===== config.mk =====
export PLATFORM = sky130hd
export DESIGN_NAME = flm_flash_ctrl
export DESIGN_NICKNAME = d
export VERILOG_FILES = /design/src/rtl/flm_pkg.sv /design/src/rtl/flm_pin_if.sv /design/src/rtl/flm_flash_ctrl.sv /design/src/rtl/flm_pin_sync.sv /design/src/rtl/flm_pwm.sv
export SDC_FILE = /design/constraint.sdc
export NUM_CORES = 1
export LEC_CHECK = 0
export ABC_AREA = 1
export BUFFER_PORTS_ARGS = -buffer_cell sky130_fd_sc_hd__buf_2
export CORE_AREA = 2 2 206 208
export CTS_CLUSTER_DIAMETER = 60
export DETAILED_ROUTE_END_ITERATION = 8
export DIE_AREA = 0 0 208 210
export GPL_TIMING_DRIVEN = 0
export SLEW_MARGIN = 20
export SYNTH_ARGS = -nofsm -noshare
export SYNTH_HDL_FRONTEND = slang
export SYNTH_SLANG_ARGS = --single-unit

===== constraint.sdc =====
create_clock -name hclk -period 8.07 [get_ports hclk]
set_clock_uncertainty 0.2 [all_clocks]
set_input_delay 0.4035 -clock hclk [delete_from_list [all_inputs] [get_ports hclk]]
set_output_delay 0.4035 -clock hclk [all_outputs]
set_load 0.005 [all_outputs]

===== src/rtl/flm_pkg.sv =====
package flm_pkg;
	// Clock and timing
	localparam int CLK_MHZ = 250;
	localparam int STEP_US = 8;
	localparam int STEP_CYC = CLK_MHZ * STEP_US;
	localparam int TIMEOUT_MS = 100;
	localparam int TIMEOUT_CYC = CLK_MHZ * 1000 * TIMEOUT_MS;
	localparam int PWM_HZ_X100 = 3125000;
	// Scaled so that no intermediate product leaves the 32-bit range
	localparam int PWM_CYC = CLK_MHZ * 100000 / (PWM_HZ_X100 / 1000);
	localparam int PWM_STEPS = 16;
	// Register byte offsets
	localparam logic [7:0] A_CTRL = 8'h00;
	localparam logic [7:0] A_LEVEL = 8'h04;
	localparam logic [7:0] A_LIMIT = 8'h08;
	localparam logic [7:0] A_SUPPLY = 8'h0c;
	localparam logic [7:0] A_FAULT = 8'h10;
	localparam logic [7:0] A_ISTAT = 8'h14;
	localparam logic [7:0] A_IMASK = 8'h18;
	localparam logic [7:0] A_READ = 8'h1c;
	localparam logic [7:0] A_STATE = 8'h20;
	// Control field positions
	localparam int C_MODE = 0;
	localparam int C_OUT_ON = 2;
	localparam int C_TORCH = 3;
	localparam int C_STROBE_ON = 5;
	localparam int C_STROBE_TYPE = 6;
	localparam int C_ABORT = 7;
	localparam int C_DUTY = 8;
	localparam int CTRL_W = 10;
	// Reset values
	localparam logic [CTRL_W-1:0] CTRL_RST = 10'h000;
	localparam logic [23:0] LEVEL_RST = 24'h000000;
	localparam logic [15:0] LIMIT_RST = 16'h0040;
	localparam logic [15:0] SUPPLY_RST = 16'h0000;
	// Mode and torch pin codes
	localparam logic [1:0] MODE_EXT = 2'h0;
	localparam logic [1:0] MODE_IND = 2'h1;
	localparam logic [1:0] MODE_ASSIST = 2'h2;
	localparam logic [1:0] MODE_FLASH = 2'h3;
	localparam logic [1:0] TORCH_MASK = 2'h1;
	localparam logic [1:0] TORCH_EXT = 2'h2;
	localparam logic [7:0] MASK7 = 8'h7f;
	localparam logic [7:0] MASK6 = 8'h3f;
	// Interrupt status bits
	localparam int I_LOWSUP = 0;
	localparam int I_START = 1;
	localparam int I_END = 2;
	localparam int I_SDOWN = 3;
	localparam int IRQ_W = 4;
	typedef enum logic [2:0] {
		FL_IDLE = 3'b001,
		FL_CHECK = 3'b010,
		FL_RUN = 3'b100
	} flm_state_e;
endpackage


===== src/rtl/flm_pin_if.sv =====
`timescale 1ns/1ps
// Synchronised pin levels and trigger edge
interface flm_pin_if;
	logic torch;
	logic trig;
	logic trig_rise;
	logic scl;
	modport src(output torch, output trig, output trig_rise, output scl);
	modport dst(input torch, input trig, input trig_rise, input scl);
endinterface


===== src/rtl/flm_flash_ctrl.sv =====
// The implementer's own choices: the AHB-Lite register port and the register offsets.
`timescale 1ns/1ps
module flm_flash_ctrl #(
	parameter int PWM_PERIOD = flm_pkg::PWM_CYC,
	parameter int SCL_TIMEOUT = flm_pkg::TIMEOUT_CYC
) (
	input wire logic hclk,
	input wire logic hresetn,
	input wire logic hsel,
	input wire logic [31:0] haddr,
	input wire logic [1:0] htrans,
	input wire logic hwrite,
	input wire logic [2:0] hsize,
	input wire logic [31:0] hwdata,
	input wire logic hready,
	output logic hreadyout,
	output logic [31:0] hrdata,
	output logic hresp,
	input wire logic torch_pin,
	input wire logic trigger_pin,
	input wire logic scl_pin,
	input wire logic [7:0] supply_level,
	output logic [7:0] first_sink_drive,
	output logic [7:0] second_sink_drive,
	output logic shutdown,
	output logic irq
);
	import flm_pkg::*;

	flm_pin_if pins();
	flm_state_e state_reg;
	flm_state_e state_next;
	logic ready_reg;
	logic [31:0] rdata_reg;
	logic wr_pend_reg;
	logic [7:0] wr_addr_reg;
	logic [CTRL_W-1:0] ctrl_reg;
	logic [23:0] level_reg;
	logic [15:0] limit_reg;
	logic [15:0] supply_reg;
	logic low_flag_reg;
	logic [IRQ_W-1:0] istat_reg;
	logic [IRQ_W-1:0] imask_reg;
	logic irq_reg;
	logic shut_reg;
	logic [31:0] scl_cnt_reg;
	logic [15:0] step_cnt_reg;
	logic [15:0] dur_cnt_reg;
	logic reduced_reg;
	logic lowered_reg;
	logic [7:0] cur1_reg;
	logic [7:0] cur2_reg;
	logic [7:0] min1_reg;
	logic [7:0] min2_reg;
	logic [7:0] drv1_reg;
	logic [7:0] drv2_reg;

	// Synchronised pins and indicator PWM
	flm_pin_sync u_sync (
		.hclk(hclk),
		.hresetn(hresetn),
		.torch_raw(torch_pin),
		.trig_raw(trigger_pin),
		.scl_raw(scl_pin),
		.pins(pins.src)
	);
	logic pwm_gate;
	flm_pwm #(.PERIOD(PWM_PERIOD)) u_pwm (
		.hclk(hclk),
		.hresetn(hresetn),
		.duty(ctrl_reg[C_DUTY +: 2]),
		.gate(pwm_gate)
	);

	// Write hit on a register offset in the data phase
	function automatic logic wr_hit(input logic pend, input logic [7:0] wa, input logic [7:0] a);
		wr_hit = pend && (wa == a);
	endfunction

	// One ramp or reduction step of a sink level
	function automatic logic [7:0] step_level(input logic [7:0] cur, input logic [7:0] tgt,
		input logic tick, input logic low, input logic lowered);
		step_level = cur;
		if (cur > tgt) begin
			step_level = tgt;
		end else if (tick && low && (cur != 8'h00)) begin
			step_level = cur - 8'h01;
		end else if (tick && !low && !lowered && (cur < tgt)) begin
			step_level = cur + 8'h01;
		end
	endfunction

	// Control fields
	wire [1:0] mode = ctrl_reg[C_MODE +: 2];
	wire out_on = ctrl_reg[C_OUT_ON];
	wire [1:0] torch_fn = ctrl_reg[C_TORCH +: 2];
	wire strobe_on = ctrl_reg[C_STROBE_ON];
	wire strobe_type = ctrl_reg[C_STROBE_TYPE];
	wire abort_sel = ctrl_reg[C_ABORT];
	wire [7:0] lvl1 = level_reg[7:0];
	wire [7:0] lvl2 = level_reg[15:8];
	wire [7:0] reduced_lvl = level_reg[23:16];
	wire [7:0] pre_lim = supply_reg[7:0];
	wire [7:0] run_lim = supply_reg[15:8];

	// Bus decode
	wire addr_phase = hsel && htrans[1] && hready;
	wire rd_phase = addr_phase && !hwrite;
	wire [7:0] a_addr = haddr[7:0];
	wire fault_rd = rd_phase && (a_addr == A_FAULT);
	wire wr_ctrl = wr_hit(wr_pend_reg, wr_addr_reg, A_CTRL) && !shut_reg;
	wire wr_level = wr_hit(wr_pend_reg, wr_addr_reg, A_LEVEL);
	wire wr_limit = wr_hit(wr_pend_reg, wr_addr_reg, A_LIMIT);
	wire wr_supply = wr_hit(wr_pend_reg, wr_addr_reg, A_SUPPLY);
	wire wr_istat = wr_hit(wr_pend_reg, wr_addr_reg, A_ISTAT);
	wire wr_imask = wr_hit(wr_pend_reg, wr_addr_reg, A_IMASK);

	// Read data selection
	wire [31:0] rd_mux =
		(a_addr == A_CTRL) ? {{(32-CTRL_W){1'b0}}, ctrl_reg} :
		(a_addr == A_LEVEL) ? {8'h00, level_reg} :
		(a_addr == A_LIMIT) ? {16'h0000, limit_reg} :
		(a_addr == A_SUPPLY) ? {16'h0000, supply_reg} :
		(a_addr == A_FAULT) ? {31'h00000000, low_flag_reg} :
		(a_addr == A_ISTAT) ? {28'h0000000, istat_reg} :
		(a_addr == A_IMASK) ? {28'h0000000, imask_reg} :
		(a_addr == A_READ) ? {min2_reg, min1_reg, cur2_reg, cur1_reg} :
		(a_addr == A_STATE) ? {28'h0000000, shut_reg, state_reg} :
		32'h00000000;

	// Mode decode
	wire active_mode = out_on && (mode != MODE_EXT);
	wire ext_torch = (mode == MODE_EXT) && (torch_fn == TORCH_EXT) && pins.torch;
	wire flash_en = (mode == MODE_FLASH) && out_on && !shut_reg;
	wire txmask = (torch_fn == TORCH_MASK) && pins.torch;
	wire use_red = txmask || reduced_reg;
	wire [7:0] tgt1 = use_red ? reduced_lvl : lvl1;
	wire [7:0] tgt2 = use_red ? reduced_lvl : lvl2;
	wire run_low = supply_level < run_lim;
	wire pre_low = supply_level < pre_lim;
	wire step_tick = step_cnt_reg == 16'(STEP_CYC - 1);
	wire scl_hit = scl_cnt_reg == 32'(SCL_TIMEOUT - 1);
	wire level_style = strobe_on && strobe_type;
	wire dur_hit = step_tick && (dur_cnt_reg + 16'h0001 >= limit_reg);
	wire [7:0] nxt1 = step_level(cur1_reg, tgt1, step_tick, run_low, lowered_reg);
	wire [7:0] nxt2 = step_level(cur2_reg, tgt2, step_tick, run_low, lowered_reg);

	// Flash sequence decisions
	wire start_req = flash_en && (strobe_on ? pins.trig_rise : 1'b1);
	wire in_check = state_reg == FL_CHECK;
	wire in_run = state_reg == FL_RUN;
	wire abort_now = in_check && pre_low && abort_sel;
	wire run_end = in_run && (!flash_en || dur_hit || (level_style && !pins.trig));
	wire run_low_ev = in_run && step_tick && run_low;
	wire low_ev = (in_check && pre_low) || run_low_ev;
	wire clear_out = (abort_now || run_end) && !strobe_on;

	// Sink drive selection
	wire [7:0] d1 =
		shut_reg ? 8'h00 :
		ext_torch ? (lvl1 & MASK7) :
		!out_on ? 8'h00 :
		(mode == MODE_IND) ? (pwm_gate ? (lvl1 & MASK6) : 8'h00) :
		(mode == MODE_ASSIST) ? (lvl1 & MASK7) :
		in_run ? cur1_reg : 8'h00;
	wire [7:0] d2 =
		shut_reg ? 8'h00 :
		ext_torch ? (lvl2 & MASK7) :
		!out_on ? 8'h00 :
		(mode == MODE_IND) ? (pwm_gate ? (lvl2 & MASK6) : 8'h00) :
		(mode == MODE_ASSIST) ? (lvl2 & MASK7) :
		in_run ? cur2_reg : 8'h00;

	wire [IRQ_W-1:0] ev = {scl_hit, run_end, in_check && !abort_now, low_ev};

	// Bus slave: zero wait state, read data captured in the address phase
	always_ff @(posedge hclk or negedge hresetn) begin
		if (!hresetn) begin
			ready_reg <= 1'b0;
			rdata_reg <= 32'h00000000;
			wr_pend_reg <= 1'b0;
			wr_addr_reg <= 8'h00;
		end else begin
			ready_reg <= 1'b1;
			rdata_reg <= rd_phase ? rd_mux : 32'h00000000;
			wr_pend_reg <= addr_phase && hwrite;
			wr_addr_reg <= a_addr;
		end
	end

	// Control register, cleared by shutdown
	always_ff @(posedge hclk or negedge hresetn) begin
		if (!hresetn) begin
			ctrl_reg <= CTRL_RST;
		end else if (scl_hit) begin
			ctrl_reg <= CTRL_RST;
		end else if (wr_ctrl) begin
			ctrl_reg <= hwdata[CTRL_W-1:0];
		end else if (clear_out) begin
			ctrl_reg[C_OUT_ON] <= 1'b0;
		end
	end

	// Level, limit and supply settings
	always_ff @(posedge hclk or negedge hresetn) begin
		if (!hresetn) begin
			level_reg <= LEVEL_RST;
			limit_reg <= LIMIT_RST;
			supply_reg <= SUPPLY_RST;
		end else if (scl_hit) begin
			level_reg <= LEVEL_RST;
			limit_reg <= LIMIT_RST;
			supply_reg <= SUPPLY_RST;
		end else begin
			level_reg <= wr_level ? hwdata[23:0] : level_reg;
			limit_reg <= wr_limit ? hwdata[15:0] : limit_reg;
			supply_reg <= wr_supply ? hwdata[15:0] : supply_reg;
		end
	end

	// Low supply fault: set wins over read clear
	always_ff @(posedge hclk or negedge hresetn) begin
		if (!hresetn) begin
			low_flag_reg <= 1'b0;
		end else if (low_ev) begin
			low_flag_reg <= 1'b1;
		end else if (fault_rd) begin
			low_flag_reg <= 1'b0;
		end
	end

	// Interrupt status (write one to clear), mask and output
	always_ff @(posedge hclk or negedge hresetn) begin
		if (!hresetn) begin
			istat_reg <= '0;
			imask_reg <= '0;
			irq_reg <= 1'b0;
		end else begin
			istat_reg <= ev | (istat_reg & ~(wr_istat ? hwdata[IRQ_W-1:0] : '0));
			imask_reg <= wr_imask ? hwdata[IRQ_W-1:0] : imask_reg;
			irq_reg <= |(istat_reg & imask_reg);
		end
	end

	// SCL low watchdog and shutdown hold until SCL rises
	always_ff @(posedge hclk or negedge hresetn) begin
		if (!hresetn) begin
			scl_cnt_reg <= 32'h00000000;
			shut_reg <= 1'b0;
		end else begin
			scl_cnt_reg <= (active_mode && !pins.scl && !scl_hit) ? scl_cnt_reg + 32'h00000001
				: 32'h00000000;
			shut_reg <= scl_hit ? 1'b1 : (pins.scl ? 1'b0 : shut_reg);
		end
	end

	// Flash state sequence
	always_comb begin
		state_next = state_reg;
		case (state_reg)
			FL_IDLE: begin
				if (start_req) begin
					state_next = FL_CHECK;
				end
			end
			FL_CHECK: begin
				state_next = abort_now ? FL_IDLE : FL_RUN;
			end
			FL_RUN: begin
				if (run_end) begin
					state_next = FL_IDLE;
				end
			end
			default: begin
				state_next = FL_IDLE;
			end
		endcase
	end

	always_ff @(posedge hclk or negedge hresetn) begin
		if (!hresetn) begin
			state_reg <= FL_IDLE;
		end else begin
			state_reg <= state_next;
		end
	end

	// Step and duration timers, run only during the pulse
	always_ff @(posedge hclk or negedge hresetn) begin
		if (!hresetn) begin
			step_cnt_reg <= 16'h0000;
			dur_cnt_reg <= 16'h0000;
		end else if (!in_run) begin
			step_cnt_reg <= 16'h0000;
			dur_cnt_reg <= 16'h0000;
		end else begin
			step_cnt_reg <= step_tick ? 16'h0000 : step_cnt_reg + 16'h0001;
			dur_cnt_reg <= step_tick ? dur_cnt_reg + 16'h0001 : dur_cnt_reg;
		end
	end

	// Pulse levels: ramp, reductions and minimum tracking
	always_ff @(posedge hclk or negedge hresetn) begin
		if (!hresetn) begin
			reduced_reg <= 1'b0;
			lowered_reg <= 1'b0;
			cur1_reg <= 8'h00;
			cur2_reg <= 8'h00;
			min1_reg <= 8'h00;
			min2_reg <= 8'h00;
		end else if (in_check) begin
			reduced_reg <= pre_low;
			lowered_reg <= 1'b0;
			cur1_reg <= 8'h00;
			cur2_reg <= 8'h00;
			min1_reg <= pre_low ? reduced_lvl : lvl1;
			min2_reg <= pre_low ? reduced_lvl : lvl2;
		end else if (in_run) begin
			lowered_reg <= lowered_reg || run_low_ev;
			cur1_reg <= nxt1;
			cur2_reg <= nxt2;
			min1_reg <= (lowered_reg || txmask) && (cur1_reg < min1_reg) ? cur1_reg : min1_reg;
			min2_reg <= (lowered_reg || txmask) && (cur2_reg < min2_reg) ? cur2_reg : min2_reg;
		end
	end

	// Registered sink drives
	always_ff @(posedge hclk or negedge hresetn) begin
		if (!hresetn) begin
			drv1_reg <= 8'h00;
			drv2_reg <= 8'h00;
		end else begin
			drv1_reg <= d1;
			drv2_reg <= d2;
		end
	end

	assign hreadyout = ready_reg;
	assign hresp = 1'b0;
	assign hrdata = rdata_reg;
	assign first_sink_drive = drv1_reg;
	assign second_sink_drive = drv2_reg;
	assign shutdown = shut_reg;
	assign irq = irq_reg;
endmodule


===== src/rtl/flm_pin_sync.sv =====
`timescale 1ns/1ps
module flm_pin_sync (
	input wire logic hclk,
	input wire logic hresetn,
	input wire logic torch_raw,
	input wire logic trig_raw,
	input wire logic scl_raw,
	flm_pin_if.src pins
);
	logic trig_old_reg;
	wire [2:0] raw_vec = {scl_raw, trig_raw, torch_raw};
	wire [2:0] sync_vec;
	genvar i;
	// Two-stage synchroniser per pin, each stage pair owned by one process
	generate
		for (i = 0; i < 3; i++) begin : g_sync
			logic meta_reg;
			logic sync_reg;
			always_ff @(posedge hclk or negedge hresetn) begin
				if (!hresetn) begin
					meta_reg <= 1'b0;
					sync_reg <= 1'b0;
				end else begin
					meta_reg <= raw_vec[i];
					sync_reg <= meta_reg;
				end
			end
			assign sync_vec[i] = sync_reg;
		end
	endgenerate
	// Edge history of the synchronised trigger
	always_ff @(posedge hclk or negedge hresetn) begin
		if (!hresetn) begin
			trig_old_reg <= 1'b0;
		end else begin
			trig_old_reg <= sync_vec[1];
		end
	end
	assign pins.torch = sync_vec[0];
	assign pins.trig = sync_vec[1];
	assign pins.scl = sync_vec[2];
	assign pins.trig_rise = sync_vec[1] & ~trig_old_reg;
endmodule


===== src/rtl/flm_pwm.sv =====
`timescale 1ns/1ps
module flm_pwm #(
	parameter int PERIOD = flm_pkg::PWM_CYC
) (
	input wire logic hclk,
	input wire logic hresetn,
	input wire logic [1:0] duty,
	output logic gate
);
	import flm_pkg::*;
	localparam int SLICE = PERIOD / PWM_STEPS;
	logic [15:0] cnt_reg;
	logic [15:0] limit;
	// On time is duty+1 sixteenths of the period
	assign limit = 16'(({14'h0000, duty} + 16'h0001) * SLICE);
	always_ff @(posedge hclk or negedge hresetn) begin
		if (!hresetn) begin
			cnt_reg <= 16'h0000;
			gate <= 1'b0;
		end else begin
			cnt_reg <= (cnt_reg == 16'(PERIOD - 1)) ? 16'h0000 : cnt_reg + 16'h0001;
			gate <= cnt_reg < limit;
		end
	end
endmodule


==> key figures <==
GRT
  – GRT Overall Usage: 21.6%
  – Wire length of the first global-routing pass: ~74,000 um
  – Vias in the first global route: about 14,000
  – Overflow after GRT: 0
  – Largest net degree at the start of global routing: 84
  – Antenna violations before repair: 1

Clock network
  – Root Buffer Master: clkbuf_16
  – Number of clock buffers inserted by TritonCTS: 34
  – Clk_lat worst skew: between 0.5 and 0.6 ns
  – Number of buffers added for setup after CTS: 0
  – H-tree Lvls: 2
  – TritonCTS clock tree: done
  – Total number of clock tree sinks: 260
  – Maximum clock insertion buffer count: 3
  – Clock-pin slew on the worst setup and hold paths: ~0.060 ns

Worst hold path
  – Startpoint of the most critical hold path: hwdata[8]
  – Worst Hold Path EP: limit_reg[8]
  – Number of cells on the worst hold path: 3
  – Path class of the lowest-slack min-delay path: in2reg

Worst setup path
  – Element type at the critical path start: register
  – Crit. End Element: register
  – Arrival time at the worst endpoint: about 3.7 ns
  – End of the worst register-to-register path: cur1_reg[3]
  – Register-to-register setup slack: 4.62 ns
  – R2R Path Start: ctrl_reg[4]
  – Maximum fanout count along the critical path: 10
  – Setup Crit Path Kind: reg2reg
  – R2r worst-path depth: 17
  – Endpoint required time on the critical path: 8.33 ns

Timing
  – Sum of negative setup slack: 0 ns
  – Final period util: between 40 and 50%
  – WHS: roughly 0.04 ns
  – Relative slew slack: 55.4%
  – FMAX: a little under 0.3 GHz
  – Total count of hold-check failures in the final report: 0
  – Finish-stage setup viols: 0
  – Clock period minus final worst setup slack: 3.45 ns
  – Slew @ Worst Pin: approximately 0.67 ns
  – RSZ-0062 raised after global routing: no
  – Max Slew Vio Count: 0

Routing
  – Average wire length per cell after detail routing: between 15 and 20 um
  – Number of vias per cell: slightly above 5
  – First-pass DRT Iterations: 5
  – Final WL: approximately 47,000 um
  – Initial DRC count: roughly 820
  – Remaining antenna violation count: 0
  – Total number of vias: about 14,000
  – Post-route DRC: 0

Synth
  – Synthesized area: 0.0152 mm2
  – Number of enable flip-flop cells after synthesis: 0
  – Number of different library cells in the post-synthesis netlist: between 60 and 70
  – Synth Flop Type: dfrtp_1
  – Flop and latch count out of synthesis: between 200 and 300
  – Post-synth net total: around 2,100
  – Synthesized netlist cell count: ~1,900
  – Sequential-to-total area share from yosys stat: a little over two fifths
  – Count of synthesis-stage warnings from yosys: 0
  – Syn avg cell area: ~8 um2
  – FFs w/ async S/R, synth: 100%

Floorplanning
  – Die area: 0.0437 mm2
  – Number of ports placed on the die boundary: roughly 140
  – Die boundary height: approximately 210 um
  – Area of the placeable core: around 0.041 mm2
  – Initial standard-cell utilization of the core: between 30% and 40%
  – Placement row count: 75
  – Overall die width: 208 um

Power
  – Power consumption: ~0.0038 W
  – Maximum vdd drop: about 0.14 mV
  – Leakage component of the power: 8.96 nW
  – Power Density: ~210 mW/mm2

Final layout
  – Number of inserted diodes: 0
  – Number of fill cells in the layout: roughly 4,200
  – Fin area: 0.0180 mm2
  – Share of cells above drive strength 1: between 10% and 20%
  – Net count, final: roughly 2,200
  – Layout Area Growth over Synthesis: 18.7%

Place
  – Final RePlAce weighted congestion: roughly 0.96
  – Number of port buffers: between 90 and 100
  – Placed wire-length estimate after detailed placement: ~36,000 um
  – Placed standard-cell area: about 0.016 mm2

Run status
  – Outcome: completed

Job
  – Max Cap Violations: 0
cells by family after synthesis:
family / Yosys count / synth area share [%]
buffers and inverters: 299 / 8.19
flip-flops: 260 / 42.8
other: 2 / 0.0494
adder cells (fa/ha/maj): 95 / 8.02
AO/OA/AOI/OAI: 346 / 12.8
AND/OR/NAND/NOR: 839 / 25.4
multiplexers: 1 / 0.0741
XOR/XNOR: 46 / 2.65
report_power, final:
group / switching (W) / internal [W] / leakage [nW] / total [W]
sequential: 0.0000966 / 0.00139 / 3.19 / 0.00148
combinational: 0.000480 / 0.000245 / 5.18 / 0.000726
clock: 0.000614 / 0.00102 / 0.596 / 0.00164
total: 0.00119 / 0.00265 / 8.96 / 0.00385
through the flow:
step	cells	worst slack (ns)	utilization, %
after global placement	2526	1.50	39.5
after floorplan	1888	5.22	-
after detailed placement	2529	4.61	39.7
after CTS	2627	4.67	43.5
final	2627	4.62	43.5
after global routing	2627	4.26	43.5
cell usage after synthesis (all sizes together), types with 2 or more instances:
master,count,share of area (%)
nand2,445,12
dfrtp,258,42
inv,247,6.1
nor2,164,4.4
o21ai,155,5.2
a21oi,103,3.4
nand3,100,3.7
ha,91,7.5
nor3,70,2.8
xor2,33,1.9
buf,31,1.5
nand4,31,1.6
o22ai,30,1.2
clkbuf,16,0.40
xnor2,13,0.75
a211oi,11,0.58
nor4,11,0.55
o211ai,10,0.49
or2,10,0.41
o21a,9,0.44
a31oi,7,0.29
a21o,5,0.25
clkinv,5,0.16
fa,4,0.53
a22o,3,0.17
nor3b,3,0.15
o31ai,3,0.15
a21boi,2,0.099
a32oi,2,0.12
conb,2,0.049
dfstp,2,0.35
nand3b,2,0.099
o21bai,2,0.099
cell type report:
class / instances / area [um2] / area share [%]
clock buffers: 42 / 932 / 5.17
well taps: 539 / 674 / 3.74
repair buffers: 138 / 948 / 5.26
clock inverters: 20 / 285 / 1.58
flip-flops and latches: 260 / 6510 / 36.1
plain buffers: 47 / 289 / 1.60
inverters: 252 / 956 / 5.30
multi-input cells: 1329 / 7450 / 41.3
worst max path at each step:
| stage | start | endpoint | slack, ns | cells after the start |
|---|---|---|---|---|
| floorplan | supply_level[7] | cur1_reg[3] | 5.22 | 13 |
| global placement | hresetn | hreadyout | 1.50 | 1 |
| detailed placement | supply_level[7] | cur1_reg[7] | 4.61 | 18 |
| CTS | ctrl_reg[4] | cur1_reg[3] | 4.67 | 17 |
| global route | ctrl_reg[4] | cur1_reg[3] | 4.26 | 17 |
| finish | ctrl_reg[4] | cur1_reg[3] | 4.62 | 17 |
layout by cell type (no fill, tap or decap), drive strengths merged, types with 2 or more instances in the layout:
master | netlist | routed
xnor2 | 13 | 13
o21ai | 155 | 155
clkinvlp | 0 | 2
bufinv | 0 | 6
nand2 | 445 | 445
o22ai | 30 | 30
nand3b | 2 | 2
nor4 | 11 | 11
dfrtp | 258 | 258
or2 | 10 | 10
a21o | 5 | 5
a22o | 3 | 3
clkbuf | 16 | 58
ha | 91 | 91
a31oi | 7 | 7
o31ai | 3 | 3
nor3 | 70 | 70
dfstp | 2 | 2
a32oi | 2 | 2
o21a | 9 | 9
a211oi | 11 | 11
dlygate4sd3 | 0 | 36
nand4 | 31 | 31
inv | 247 | 248
xor2 | 33 | 33
o21bai | 2 | 2
nand3 | 100 | 100
fa | 4 | 4
nor3b | 3 | 3
nor2 | 164 | 164
o211ai | 10 | 10
conb | 2 | 2
clkinv | 5 | 16
buf | 31 | 133
a21oi | 103 | 103
a21boi | 2 | 2
critical path, stage by stage, from the launching register on:
cell and delay, ns:
dfrtp_1 0.39, inv_1 0.08, nand3_1 0.19, nand2_1 0.22, clkbuf_1 0.34, nand2_1 0.13, o21ai_0 0.23, ha_1 0.34
a21oi_1 0.11, o21ai_0 0.10, nand2_1 0.07, nand2_1 0.10, nand2_1 0.12, clkbuf_1 0.32, nand3_1 0.11, o21ai_0 0.10
nand3_1 0.10, o21ai_1 0.11
what timing repair did:
item                       in CTS  in global routing
hold endpoints to repair      225                  0
gates resized for setup         0                  0
setup endpoints to repair       0                  0
hold buffers                   36                  0
layer usage:
layer  up-vias  global-route usage, %  wire length (um)
li1       6571                      -                 -
met1      6387                   27.6             19900
met2       485                   35.0             21200
met3       113                   4.81              3300
met4         0                   10.1              2220
met5         -                      0                 0
(Power assumes the default switching activity.)
